## src/pkg/wtw_pkg.sv

```systemverilog
// Constants and types for the wheel touch and wake logic
// Summary of operation
// - Wheel has 256 segments; position zero shifts by the programmed offset.
// - Count scans with ticks below negative threshold; start compensation on reaching the maximum.
// - Hold averaging filters while ticks reach or exceed the average threshold.
// - Three or more sensors at average threshold start offset compensation.
// - Rotation status set only when position step exceeds rotation threshold.
// - Debounce touch with config bits [1:0], release with bits [3:2].
// - Wheel touched when pressure is greater than the press margin.
// - Stuck timeout forces release until real release; zero disables it.
// - Wake length: 0 any event, 1..6 key sequence, 7 no sensor wake.
// - Each wake key validated on release; other events meanwhile ignored.
// - Key selector: 0..11 buttons, 12 touch, 13 ccw, 14 cw, 15 reserved.
// - Upper nibble of first autolight map selects event driving output 7.
// - Offset added clockwise, offset/256 of a full turn.
// - Wheel released when pressure equals zero, after the release debounce, or by the stuck timeout.
// - Rotation threshold is a percentage of maximum position, default 2.
// - Maximum position is position scale divided by 32 times sensor count.
package wtw_pkg;

  localparam int NUM_SENSORS = 6;
  localparam int NUM_BUTTONS = 12;
  localparam int SEGMENTS = 256;
  localparam int NORM_DIV = 32;
  localparam int MAX_KEYS = 6;
  localparam int AVG_COMP_MIN = 3;

  localparam logic [7:0] ADDR_WAKE_LEN = 8'h33;
  localparam logic [7:0] ADDR_WAKE_KEY_HI = 8'h34;
  localparam logic [7:0] ADDR_WAKE_KEY_MID = 8'h35;
  localparam logic [7:0] ADDR_WAKE_KEY_LO = 8'h36;
  localparam logic [7:0] ADDR_LED_MAP = 8'h37;

  localparam logic [7:0] RST_WAKE_LEN = 8'h00;
  localparam logic [7:0] RST_WAKE_KEY = 8'h00;
  localparam logic [7:0] RST_LED_MAP = 8'h00;

  localparam int WAKE_LEN_LSB = 0;
  localparam int WAKE_LEN_W = 3;
  localparam int LED7_SEL_LSB = 4;
  localparam int DEB_TOUCH_LSB = 0;
  localparam int DEB_REL_LSB = 2;

  localparam logic [2:0] WAKE_ANY = 3'h0;
  localparam logic [2:0] WAKE_NONE = 3'h7;

  localparam logic [3:0] SEL_TOUCH = 4'hc;
  localparam logic [3:0] SEL_CCW = 4'hd;
  localparam logic [3:0] SEL_CW = 4'he;
  localparam logic [3:0] SEL_BTN_LAST = 4'hb;

  localparam logic [3:0] LED_SEL_GRP0 = 4'hc;
  localparam logic [3:0] LED_SEL_GRP1 = 4'hd;
  localparam logic [3:0] LED_SEL_CCW = 4'he;
  localparam logic [3:0] LED_SEL_CW = 4'hf;

  localparam logic [7:0] RST_TURN_LIMIT = 8'h02;
  localparam logic [15:0] RST_POS_SCALE = 16'h0140;

  typedef struct packed {
    logic [11:0] buttons;
    logic touch;
    logic ccw;
    logic cw;
  } wtw_events_t;

  typedef struct packed {
    logic [7:0] wheel_angle_shift;
    logic [7:0] turn_detect_limit;
    logic [3:0] wheel_debounce_config;
    logic [15:0] press_margin;
    logic [15:0] hold_release_timeout;
    logic [15:0] position_scale;
  } wtw_cfg_t;

endpackage : wtw_pkg

```

## src/hdl/wtw_core.sv

```systemverilog
// Wheel post-processing, wake sequence and register file
`timescale 1ns/1ps
module wtw_core
  import wtw_pkg::*;
(
  input wire logic clk,
  input wire logic reset,
  input wire logic scan_valid,
  input wire logic [15:0] raw_position,
  input wire logic [15:0] pressure,
  input wire logic [NUM_SENSORS*10-1:0] wheel_ticks,
  input wire logic [9:0] filter_freeze_level,
  input wire logic [9:0] low_tick_limit,
  input wire logic [7:0] low_tick_count_limit,
  input wire logic [11:0] buttons,
  input wire logic doze,
  input wire logic general_input,
  input wire logic wake_cmd,
  input wire wtw_cfg_t cfg,
  input wire logic reg_wr,
  input wire logic [7:0] reg_addr,
  input wire logic [7:0] reg_wdata,
  output logic [7:0] reg_rdata,
  output logic [15:0] wheel_position,
  output logic wheel_touched,
  output logic rotate_cw,
  output logic rotate_ccw,
  output logic filter_hold,
  output logic comp_start,
  output logic wake,
  output logic led7_on
);

  // ----------------------------------------------------------------
  // Registers
  // ----------------------------------------------------------------
  logic [7:0] wake_len_q, key_hi_q, key_mid_q, key_lo_q, led_map_q;

  always_ff @(posedge clk or posedge reset) begin
    if (reset) begin
      wake_len_q <= RST_WAKE_LEN;
      key_hi_q <= RST_WAKE_KEY;
      key_mid_q <= RST_WAKE_KEY;
      key_lo_q <= RST_WAKE_KEY;
      led_map_q <= RST_LED_MAP;
    end else if (reg_wr) begin
      unique case (reg_addr)
        ADDR_WAKE_LEN: wake_len_q <= reg_wdata & 8'h07;
        ADDR_WAKE_KEY_HI: key_hi_q <= reg_wdata;
        ADDR_WAKE_KEY_MID: key_mid_q <= reg_wdata;
        ADDR_WAKE_KEY_LO: key_lo_q <= reg_wdata;
        ADDR_LED_MAP: led_map_q <= reg_wdata;
        default: ;
      endcase
    end
  end

  always_comb begin
    unique case (reg_addr)
      ADDR_WAKE_LEN: reg_rdata = wake_len_q;
      ADDR_WAKE_KEY_HI: reg_rdata = key_hi_q;
      ADDR_WAKE_KEY_MID: reg_rdata = key_mid_q;
      ADDR_WAKE_KEY_LO: reg_rdata = key_lo_q;
      ADDR_LED_MAP: reg_rdata = led_map_q;
      default: reg_rdata = 8'h00;
    endcase
  end

  // ----------------------------------------------------------------
  // Position offset and rotation
  // ----------------------------------------------------------------
  logic [31:0] pos_max, shift_amt, pos_sum, pos_wrapped, turn_lim;
  logic [15:0] prev_pos_q;
  logic [31:0] step_fwd, step_back;
  logic first_q;

  // Max position from scale and sensor count
  assign pos_max = (32'(cfg.position_scale) / NORM_DIV) * NUM_SENSORS;
  // Clockwise shift of offset/256 turn
  assign shift_amt = (pos_max * 32'(cfg.wheel_angle_shift)) / SEGMENTS;
  assign pos_sum = 32'(raw_position) + shift_amt;
  // Wrap into range
  assign pos_wrapped = (pos_max == 32'h0) ? pos_sum : pos_sum % pos_max;
  // Threshold as a percentage of max
  assign turn_lim = (pos_max * 32'(cfg.turn_detect_limit)) / 100;
  assign step_fwd = (pos_wrapped + pos_max - 32'(prev_pos_q))
                    % ((pos_max == 32'h0) ? 32'h1 : pos_max);
  assign step_back = (32'(prev_pos_q) + pos_max - pos_wrapped)
                     % ((pos_max == 32'h0) ? 32'h1 : pos_max);

  always_ff @(posedge clk or posedge reset) begin
    if (reset) begin
      wheel_position <= 16'h0000;
      prev_pos_q <= 16'h0000;
      first_q <= 1'b1;
      rotate_cw <= 1'b0;
      rotate_ccw <= 1'b0;
    end else if (scan_valid) begin
      wheel_position <= pos_wrapped[15:0];
      prev_pos_q <= pos_wrapped[15:0];
      first_q <= ~wheel_touched;
      // Shorter way round decides direction
      rotate_cw <= wheel_touched && !first_q && step_fwd <= step_back
                   && step_fwd > turn_lim;
      rotate_ccw <= wheel_touched && !first_q && step_back < step_fwd
                    && step_back > turn_lim;
    end
  end

  // ----------------------------------------------------------------
  // Filter hold and compensation triggers
  // ----------------------------------------------------------------
  logic [2:0] above_cnt;
  logic any_above, any_below;
  logic [7:0] neg_cnt_q;

  always_comb begin
    above_cnt = 3'h0;
    any_below = 1'b0;
    for (int i = 0; i < NUM_SENSORS; i++) begin
      if (!wheel_ticks[i*10+9] && wheel_ticks[i*10 +: 10] >= filter_freeze_level)
        above_cnt = above_cnt + 3'h1;
      if (wheel_ticks[i*10+9] && (10'(-wheel_ticks[i*10 +: 10]) > low_tick_limit))
        any_below = 1'b1;
    end
  end
  assign any_above = above_cnt != 3'h0;

  always_ff @(posedge clk or posedge reset) begin
    if (reset) begin
      filter_hold <= 1'b0;
      neg_cnt_q <= 8'h00;
      comp_start <= 1'b0;
    end else begin
      comp_start <= 1'b0;
      if (scan_valid) begin
        filter_hold <= any_above;
        if (above_cnt >= 3'(AVG_COMP_MIN)) begin
          comp_start <= 1'b1;
          neg_cnt_q <= 8'h00;
        end else if (any_below) begin
          // Limit of 1 fires on first low scan
          if (neg_cnt_q + 8'h01 >= low_tick_count_limit) begin
            comp_start <= 1'b1;
            neg_cnt_q <= 8'h00;
          end else begin
            neg_cnt_q <= neg_cnt_q + 8'h01;
          end
        end else begin
          neg_cnt_q <= 8'h00;
        end
      end
    end
  end

  // ----------------------------------------------------------------
  // Touch debounce and stuck timeout
  // ----------------------------------------------------------------
  logic [1:0] deb_q;
  logic [15:0] hold_cnt_q;
  logic stuck_q;
  logic raw_touch, raw_rel;

  assign raw_touch = pressure > cfg.press_margin;
  assign raw_rel = pressure == 16'h0000;

  always_ff @(posedge clk or posedge reset) begin
    if (reset) begin
      wheel_touched <= 1'b0;
      deb_q <= 2'h0;
      hold_cnt_q <= 16'h0000;
      stuck_q <= 1'b0;
    end else if (scan_valid) begin
      if (!wheel_touched) begin
        if (raw_touch && !stuck_q) begin
          if (deb_q >= cfg.wheel_debounce_config[DEB_TOUCH_LSB +: 2]) begin
            wheel_touched <= 1'b1;
            deb_q <= 2'h0;
            hold_cnt_q <= 16'h0000;
          end else begin
            deb_q <= deb_q + 2'h1;
          end
        end else begin
          deb_q <= 2'h0;
        end
        if (raw_rel) stuck_q <= 1'b0;
      end else if (raw_rel) begin
        if (deb_q >= cfg.wheel_debounce_config[DEB_REL_LSB +: 2]) begin
          wheel_touched <= 1'b0;
          deb_q <= 2'h0;
          stuck_q <= 1'b0;
        end else begin
          deb_q <= deb_q + 2'h1;
        end
      end else begin
        deb_q <= 2'h0;
        if (cfg.hold_release_timeout != 16'h0000) begin
          if (hold_cnt_q + 16'h0001 >= cfg.hold_release_timeout) begin
            wheel_touched <= 1'b0;
            stuck_q <= 1'b1;
          end else begin
            hold_cnt_q <= hold_cnt_q + 16'h0001;
          end
        end
      end
    end
  end

  // ----------------------------------------------------------------
  // Event selection and wake sequence
  // ----------------------------------------------------------------
  wtw_events_t ev;
  assign ev = '{buttons: buttons, touch: wheel_touched,
                ccw: rotate_ccw, cw: rotate_cw};

  function automatic logic sel_event(input logic [3:0] sel,
                                     input wtw_events_t e);
    logic r;
    r = 1'b0;
    if (sel <= SEL_BTN_LAST) r = e.buttons[sel];
    else if (sel == SEL_TOUCH) r = e.touch;
    else if (sel == SEL_CCW) r = e.ccw;
    else if (sel == SEL_CW) r = e.cw;
    return r;
  endfunction

  logic [3:0] led7_sel;
  assign led7_sel = led_map_q[LED7_SEL_LSB +: 4];

  // Autolight codes differ from wake codes; group events read as off
  always_comb begin
    unique case (led7_sel)
      LED_SEL_CCW: led7_on = rotate_ccw;
      LED_SEL_CW: led7_on = rotate_cw;
      LED_SEL_GRP0, LED_SEL_GRP1: led7_on = 1'b0;
      default: led7_on = buttons[led7_sel];
    endcase
  end

  logic [23:0] keys;
  logic [2:0] key_idx_q;
  logic pressed_q;
  logic [3:0] cur_sel;
  logic cur_ev, any_ev;

  assign keys = {key_hi_q, key_mid_q, key_lo_q};
  assign cur_sel = keys[4*key_idx_q +: 4];
  assign cur_ev = sel_event(cur_sel, ev);
  assign any_ev = (|buttons) | wheel_touched | rotate_cw | rotate_ccw;

  always_ff @(posedge clk or posedge reset) begin
    if (reset) begin
      wake <= 1'b0;
      key_idx_q <= 3'h0;
      pressed_q <= 1'b0;
    end else begin
      wake <= 1'b0;
      if (!doze) begin
        key_idx_q <= 3'h0;
        pressed_q <= 1'b0;
      end else if (general_input || wake_cmd) begin
        wake <= 1'b1;
      end else begin
        unique case (wake_len_q[WAKE_LEN_LSB +: WAKE_LEN_W])
          WAKE_ANY: wake <= any_ev;
          WAKE_NONE: ;
          default: begin
            // Other events while pressed are ignored
            if (!pressed_q) begin
              if (cur_ev) pressed_q <= 1'b1;
            end else if (!cur_ev) begin
              pressed_q <= 1'b0;
              if (key_idx_q + 3'h1 >= wake_len_q[2:0]) begin
                wake <= 1'b1;
                key_idx_q <= 3'h0;
              end else begin
                key_idx_q <= key_idx_q + 3'h1;
              end
            end
          end
        endcase
      end
    end
  end

endmodule // wtw_core

```

## config.mk

```make
export PLATFORM = sky130hd
export DESIGN_NAME = wtw_core
export DESIGN_NICKNAME = d
export VERILOG_FILES = /design/src/pkg/wtw_pkg.sv /design/src/hdl/wtw_core.sv
export SDC_FILE = /design/constraint.sdc
export NUM_CORES = 2
export LEC_CHECK = 0
export BUFFER_PORTS_ARGS = -buffer_cell sky130_fd_sc_hd__clkbuf_2
export CORE_MARGIN = 2
export CORE_UTILIZATION = 61
export DETAILED_ROUTE_END_ITERATION = 10
export HOLD_SLACK_MARGIN = 0.02
export PLACE_DENSITY = 0.92
export SYNTH_ARGS = -nofsm -noshare
export SYNTH_HDL_FRONTEND = slang
export SYNTH_SLANG_ARGS = --single-unit
```

## constraint.sdc

```tcl
create_clock -name clk -period 126 [get_ports clk]
set_clock_uncertainty 0.05 [all_clocks]
set_input_delay 12.6 -clock clk [delete_from_list [all_inputs] [get_ports clk]]
set_output_delay 12.6 -clock clk [all_outputs]
set_load 0.1 [all_outputs]
```

==> results of run 1 <==
[cells by family after synthesis]
logic type               Yosys count  share of synthesized area
buffers and inverters           1037                     0.0456
AO/OA/AOI/OAI                   3494                      0.274
other                              1                  0.0000429
adder cells (fa/ha/maj)         1636                      0.248
flip-flops                        89                     0.0255
XOR/XNOR                         739                     0.0745
multiplexers                     498                     0.0647
AND/OR/NAND/NOR                 4646                      0.268
[stage by stage]
stage	instance area [um^2]	TNS [ps]	hold slack [ps]	setup slack [ps]
global placement	124000	-108890	407	-54680
floorplan	90700	-133350	399	-67040
[synthesized netlist by cell type, drive strengths merged, types with 270 or more instances]
library cell / count / share of area
a21oi: 841 / 0.049
xor2: 281 / 0.028
ha: 1460 / 0.21
inv: 742 / 0.032
mux2: 367 / 0.047
o21ai: 557 / 0.032
o21a: 685 / 0.059
nand2: 882 / 0.038
nand3: 270 / 0.016
nor3: 798 / 0.047
nor2: 1215 / 0.053
xnor2: 457 / 0.046
==> impl_metrics.yaml, run 1 <==
status:
  status: "did not finish"
  stop_stage: "detailed placement (3_5_place_dp)"
  error_line: "[ERROR DPL-0033] detailed placement checks failed during check placement."
synthesis:
  postSynth.asyncResetShare: 1.00
  syn_avg_cell_area_um2: 7.20
  synth_edf_count: 0
  synth_cell_types: 154
  synth_area_um2: 87400
  synthFlopType: "dfrtp_1"
  yosysSeqAreaShare: 0.0255
  syn_inst: 12100
  ys_warn_count: 0
  synth-seq-cells: 89
floorplan:
  rows: 138
  start_util: 0.616
  die_w_um: 383
  die_y_um: 383
  ios: 254
placed_design:
  dp_hpwl_mm: 543
  io_buffers: 248
  gp_congestion: 1.14
==> run 2: changes to the inputs <==
--- a/config.mk
+++ b/config.mk
@@ -7,10 +7,9 @@
 export LEC_CHECK = 0
 export BUFFER_PORTS_ARGS = -buffer_cell sky130_fd_sc_hd__clkbuf_2
 export CORE_MARGIN = 2
-export CORE_UTILIZATION = 61
+export CORE_UTILIZATION = 40
 export DETAILED_ROUTE_END_ITERATION = 10
-export HOLD_SLACK_MARGIN = 0.02
-export PLACE_DENSITY = 0.92
+export PLACE_DENSITY_LB_ADDON = 0.15
 export SYNTH_ARGS = -nofsm -noshare
 export SYNTH_HDL_FRONTEND = slang
 export SYNTH_SLANG_ARGS = --single-unit
==> constraint.sdc (replaced) <==
create_clock -name clk -period 163.8 [get_ports clk]
set_clock_uncertainty 0.05 [all_clocks]
set_input_delay 16.38 -clock clk [delete_from_list [all_inputs] [get_ports clk]]
set_output_delay 16.38 -clock clk [all_outputs]
set_load 0.1 [all_outputs]
==> run 2 against run 1 <==
  * Synthesized cell count unchanged
  * Area after synthesis stayed put
  * The flow now finishes, with violations (setup timing)
==> impl_metrics.yaml, run 2 <==
worst_setup_path:
  crit_end: "rotate_ccw"
  worstSetupStartpoint: "cfg[5]"
  worst_r2r_endpoint: "rotate_ccw"
  cp_max_fo: 25
  reg2reg_depth: 653
  crit_path_start_kind: "primary input"
  end_kind: "flop"
  crit_path_frequent_cell: "o21a_1"
  cpMaxStageDelayCell: "or4_1"
  arrival_ps: 187870
  cpPeakStageDelay_ps: 540
  regToRegSetupSlack_ps: 62080
  r2r_start: "prev_pos_q[1]"
  worstSetupPathType: "primary input to flop"
  crit_required_ps: 164030
sta:
  worst_slew_pin_slew_ps: 940
  period_minus_slack_ps: 187640
  rsz0062_at_grt: "yes"
  finalSetupTns_ps: -47390
  finalHoldViolCount: 0
  fmax_ghz: 0.00533
  setup_slack_ps: -23840
  layout_worst_path_cycle_share: 1.15
  finalSetupViolCount: 2
  max_slew_margin: 0.356
  slew_violations: 0
layout:
  multi_input_area_um2: 85300
  largestRegisters: "hold_cnt_q x16, prev_pos_q x16"
  area_delta_synth_final_pct: 55.0
  fin_area_um2: 135000
  seqCellArea_um2: 2230
  final_common_cell: "buf_4"
  drive_gt1_frac: 0.401
  nets: 19300
  final_cell_mix: "5,274 x buf_4, 1,422 x ha_1, 1,104 x nor2_1, 853 x nand2_1, 760 x nor3_1"
  fillers: 19600
run:
  cap_violations: 0
synthesis:
  synth_fa_ha_area_frac: 0.248
  synthXorXnorAreaFrac: 0.0745
  synth-seq-cells: 89
  synth_area_um2: 87400
  synth_top_area_share: 0.209
  ys_warn_count: 0
  synth_simple_gate_area_frac: 0.268
  synth_mux_area_frac: 0.0647
  synth_edf_count: 0
  yosysMostFrequentCell: "ha_1"
  synthTopCellsByCount: "1,460 x ha_1, 1,209 x nor2_1, 881 x nand2_1"
  synth_cell_types: 154
  synth_top_family_by_area: "compound AO/OA/AOI/OAI gates"
  syn_inst: 12100
  synthTopCellsByArea: "ha_1 21%, o21a_1 5.9%, nor2_1 5.2%"
  postSynth.asyncResetShare: 1.00
  synth_top_area_cell: "ha_1"
  synth_compound_area_frac: 0.274
  synthFlopType: "dfrtp_1"
  yosysSeqAreaShare: 0.0255
  syn_avg_cell_area_um2: 7.20
global_route:
  grt_max_degree: 64
  grt_pass1_vias: 114000
  track_usage: 0.329
  grt_pass1_wl_mm: 601
  antenna_found_initial: 15
  grt_overflow: 0
clock_tree:
  ctsHoldBuffers: 0
  htree_levels: 3
  clock-sinks: 89
  cts_buffers: 9
  cts_tree: "yes"
  cts_buffer_depth: 2
  clkTransAtPathRegs_ps: 100
  worstSkewPairLatency_ps: 440
  cts_root_buf: "clkbuf_16"
drt:
  wl_per_cell_um: 18.9
  vias: 114000
  drc: 0
  drt-vias-per-instance: 5.60
  ant_nets: 0
  drtIter0Drc: 7271
  firstDrtPassIters: 6
  wl_mm: 383
placed_design:
  pre_cts_slack_ps: -25870
  dp_hpwl_mm: 308
  gp_congestion: 0.974
  io_buffers: 248
  placed_area_um2: 128000
floorplan:
  die_area_um2: 222000
  ios: 254
  die_y_um: 472
  start_util: 0.403
  core-area_um2: 217000
  rows: 171
  die_w_um: 472
status:
  status: "finished, violations left"
  violations: "setup timing"
min_path:
  hold_path.class: "flop to flop"
## run 2: cell counts after synthesis
No cell type changed its count.
## run 2: what timing repair did
| item | CTS | global route |
|---|---|---|
| buffers inserted | 582 | 126 |
| endpoints found under the setup margin | 2 | 2 |
| resized for setup | 291 | 158 |
| pin swaps | 377 | 315 |
| cloned | 2 | 0 |
## run 2: critical path: cells and delay by family
| kind | cells | cell delay [ps] |
|---|---|---|
| AO/OA/AOI/OAI | 468 | 80640 |
| XOR/XNOR | 4 | 720 |
| adder cells (fa/ha/maj) | 55 | 15370 |
| buffers and inverters | 197 | 20940 |
| AND/OR/NAND/NOR | 208 | 32150 |
| multiplexers | 13 | 3610 |
## run 2: kinds of logic after synthesis
logic type / count (synthesis)
flops: 89
fa+ha+maj: 1636
mux: 498
xor+xnor: 739
simple gates: 4646
compound gates: 3494
buf+inv: 1037
other cells: 1
## run 2: final cells by class
| type | count | share of cell area |
|---|---|---|
| timing repair buffer | 5554 | 0.305 |
| multi-input combinational | 11000 | 0.630 |
| clock buffer | 9 | 0.00166 |
| clock inverter | 7 | 0.000526 |
| sequential | 89 | 0.0164 |
| tap | 2854 | 0.0264 |
| inverter | 743 | 0.0207 |
| antenna | 6 | 0.000111 |
## run 2: routing by layer
layer / wire, um / vias up / global-route usage
li1: - / 55700 / -
met1: 171000 / 53900 / 0.429
met2: 175000 / 3213 / 0.558
met3: 19900 / 783 / 0.0290
met4: 16900 / 6 / 0.125
met5: 50 / - / 0
## run 2: worst min-delay path by stage
stage,from,end,slack (ps),cells past startpoint
3_3_place_gp,first_q,first_q,410,2
3_5_place_dp,first_q,first_q,420,2
4_1_cts,first_q,first_q,430,2
6_report,first_q,first_q,430,2
2_1_floorplan,first_q,first_q,400,2
5_1_grt,first_q,first_q,450,2
## run 2: metrics by stage
stage | utilization | hold WS [ps] | std cells
CTS | 0.616 | 431 | 20200
floorplan | - | 399 | 12200
detailed placement | 0.589 | 424 | 19600
finish | 0.624 | 429 | 20300
global route | 0.624 | 450 | 20300
global placement | 0.589 | 415 | 19600
Power of run 2 is left out: the tool's default activity adds up to more than one toggle a clock period on the data nets, which glitch-free logic cannot reach.
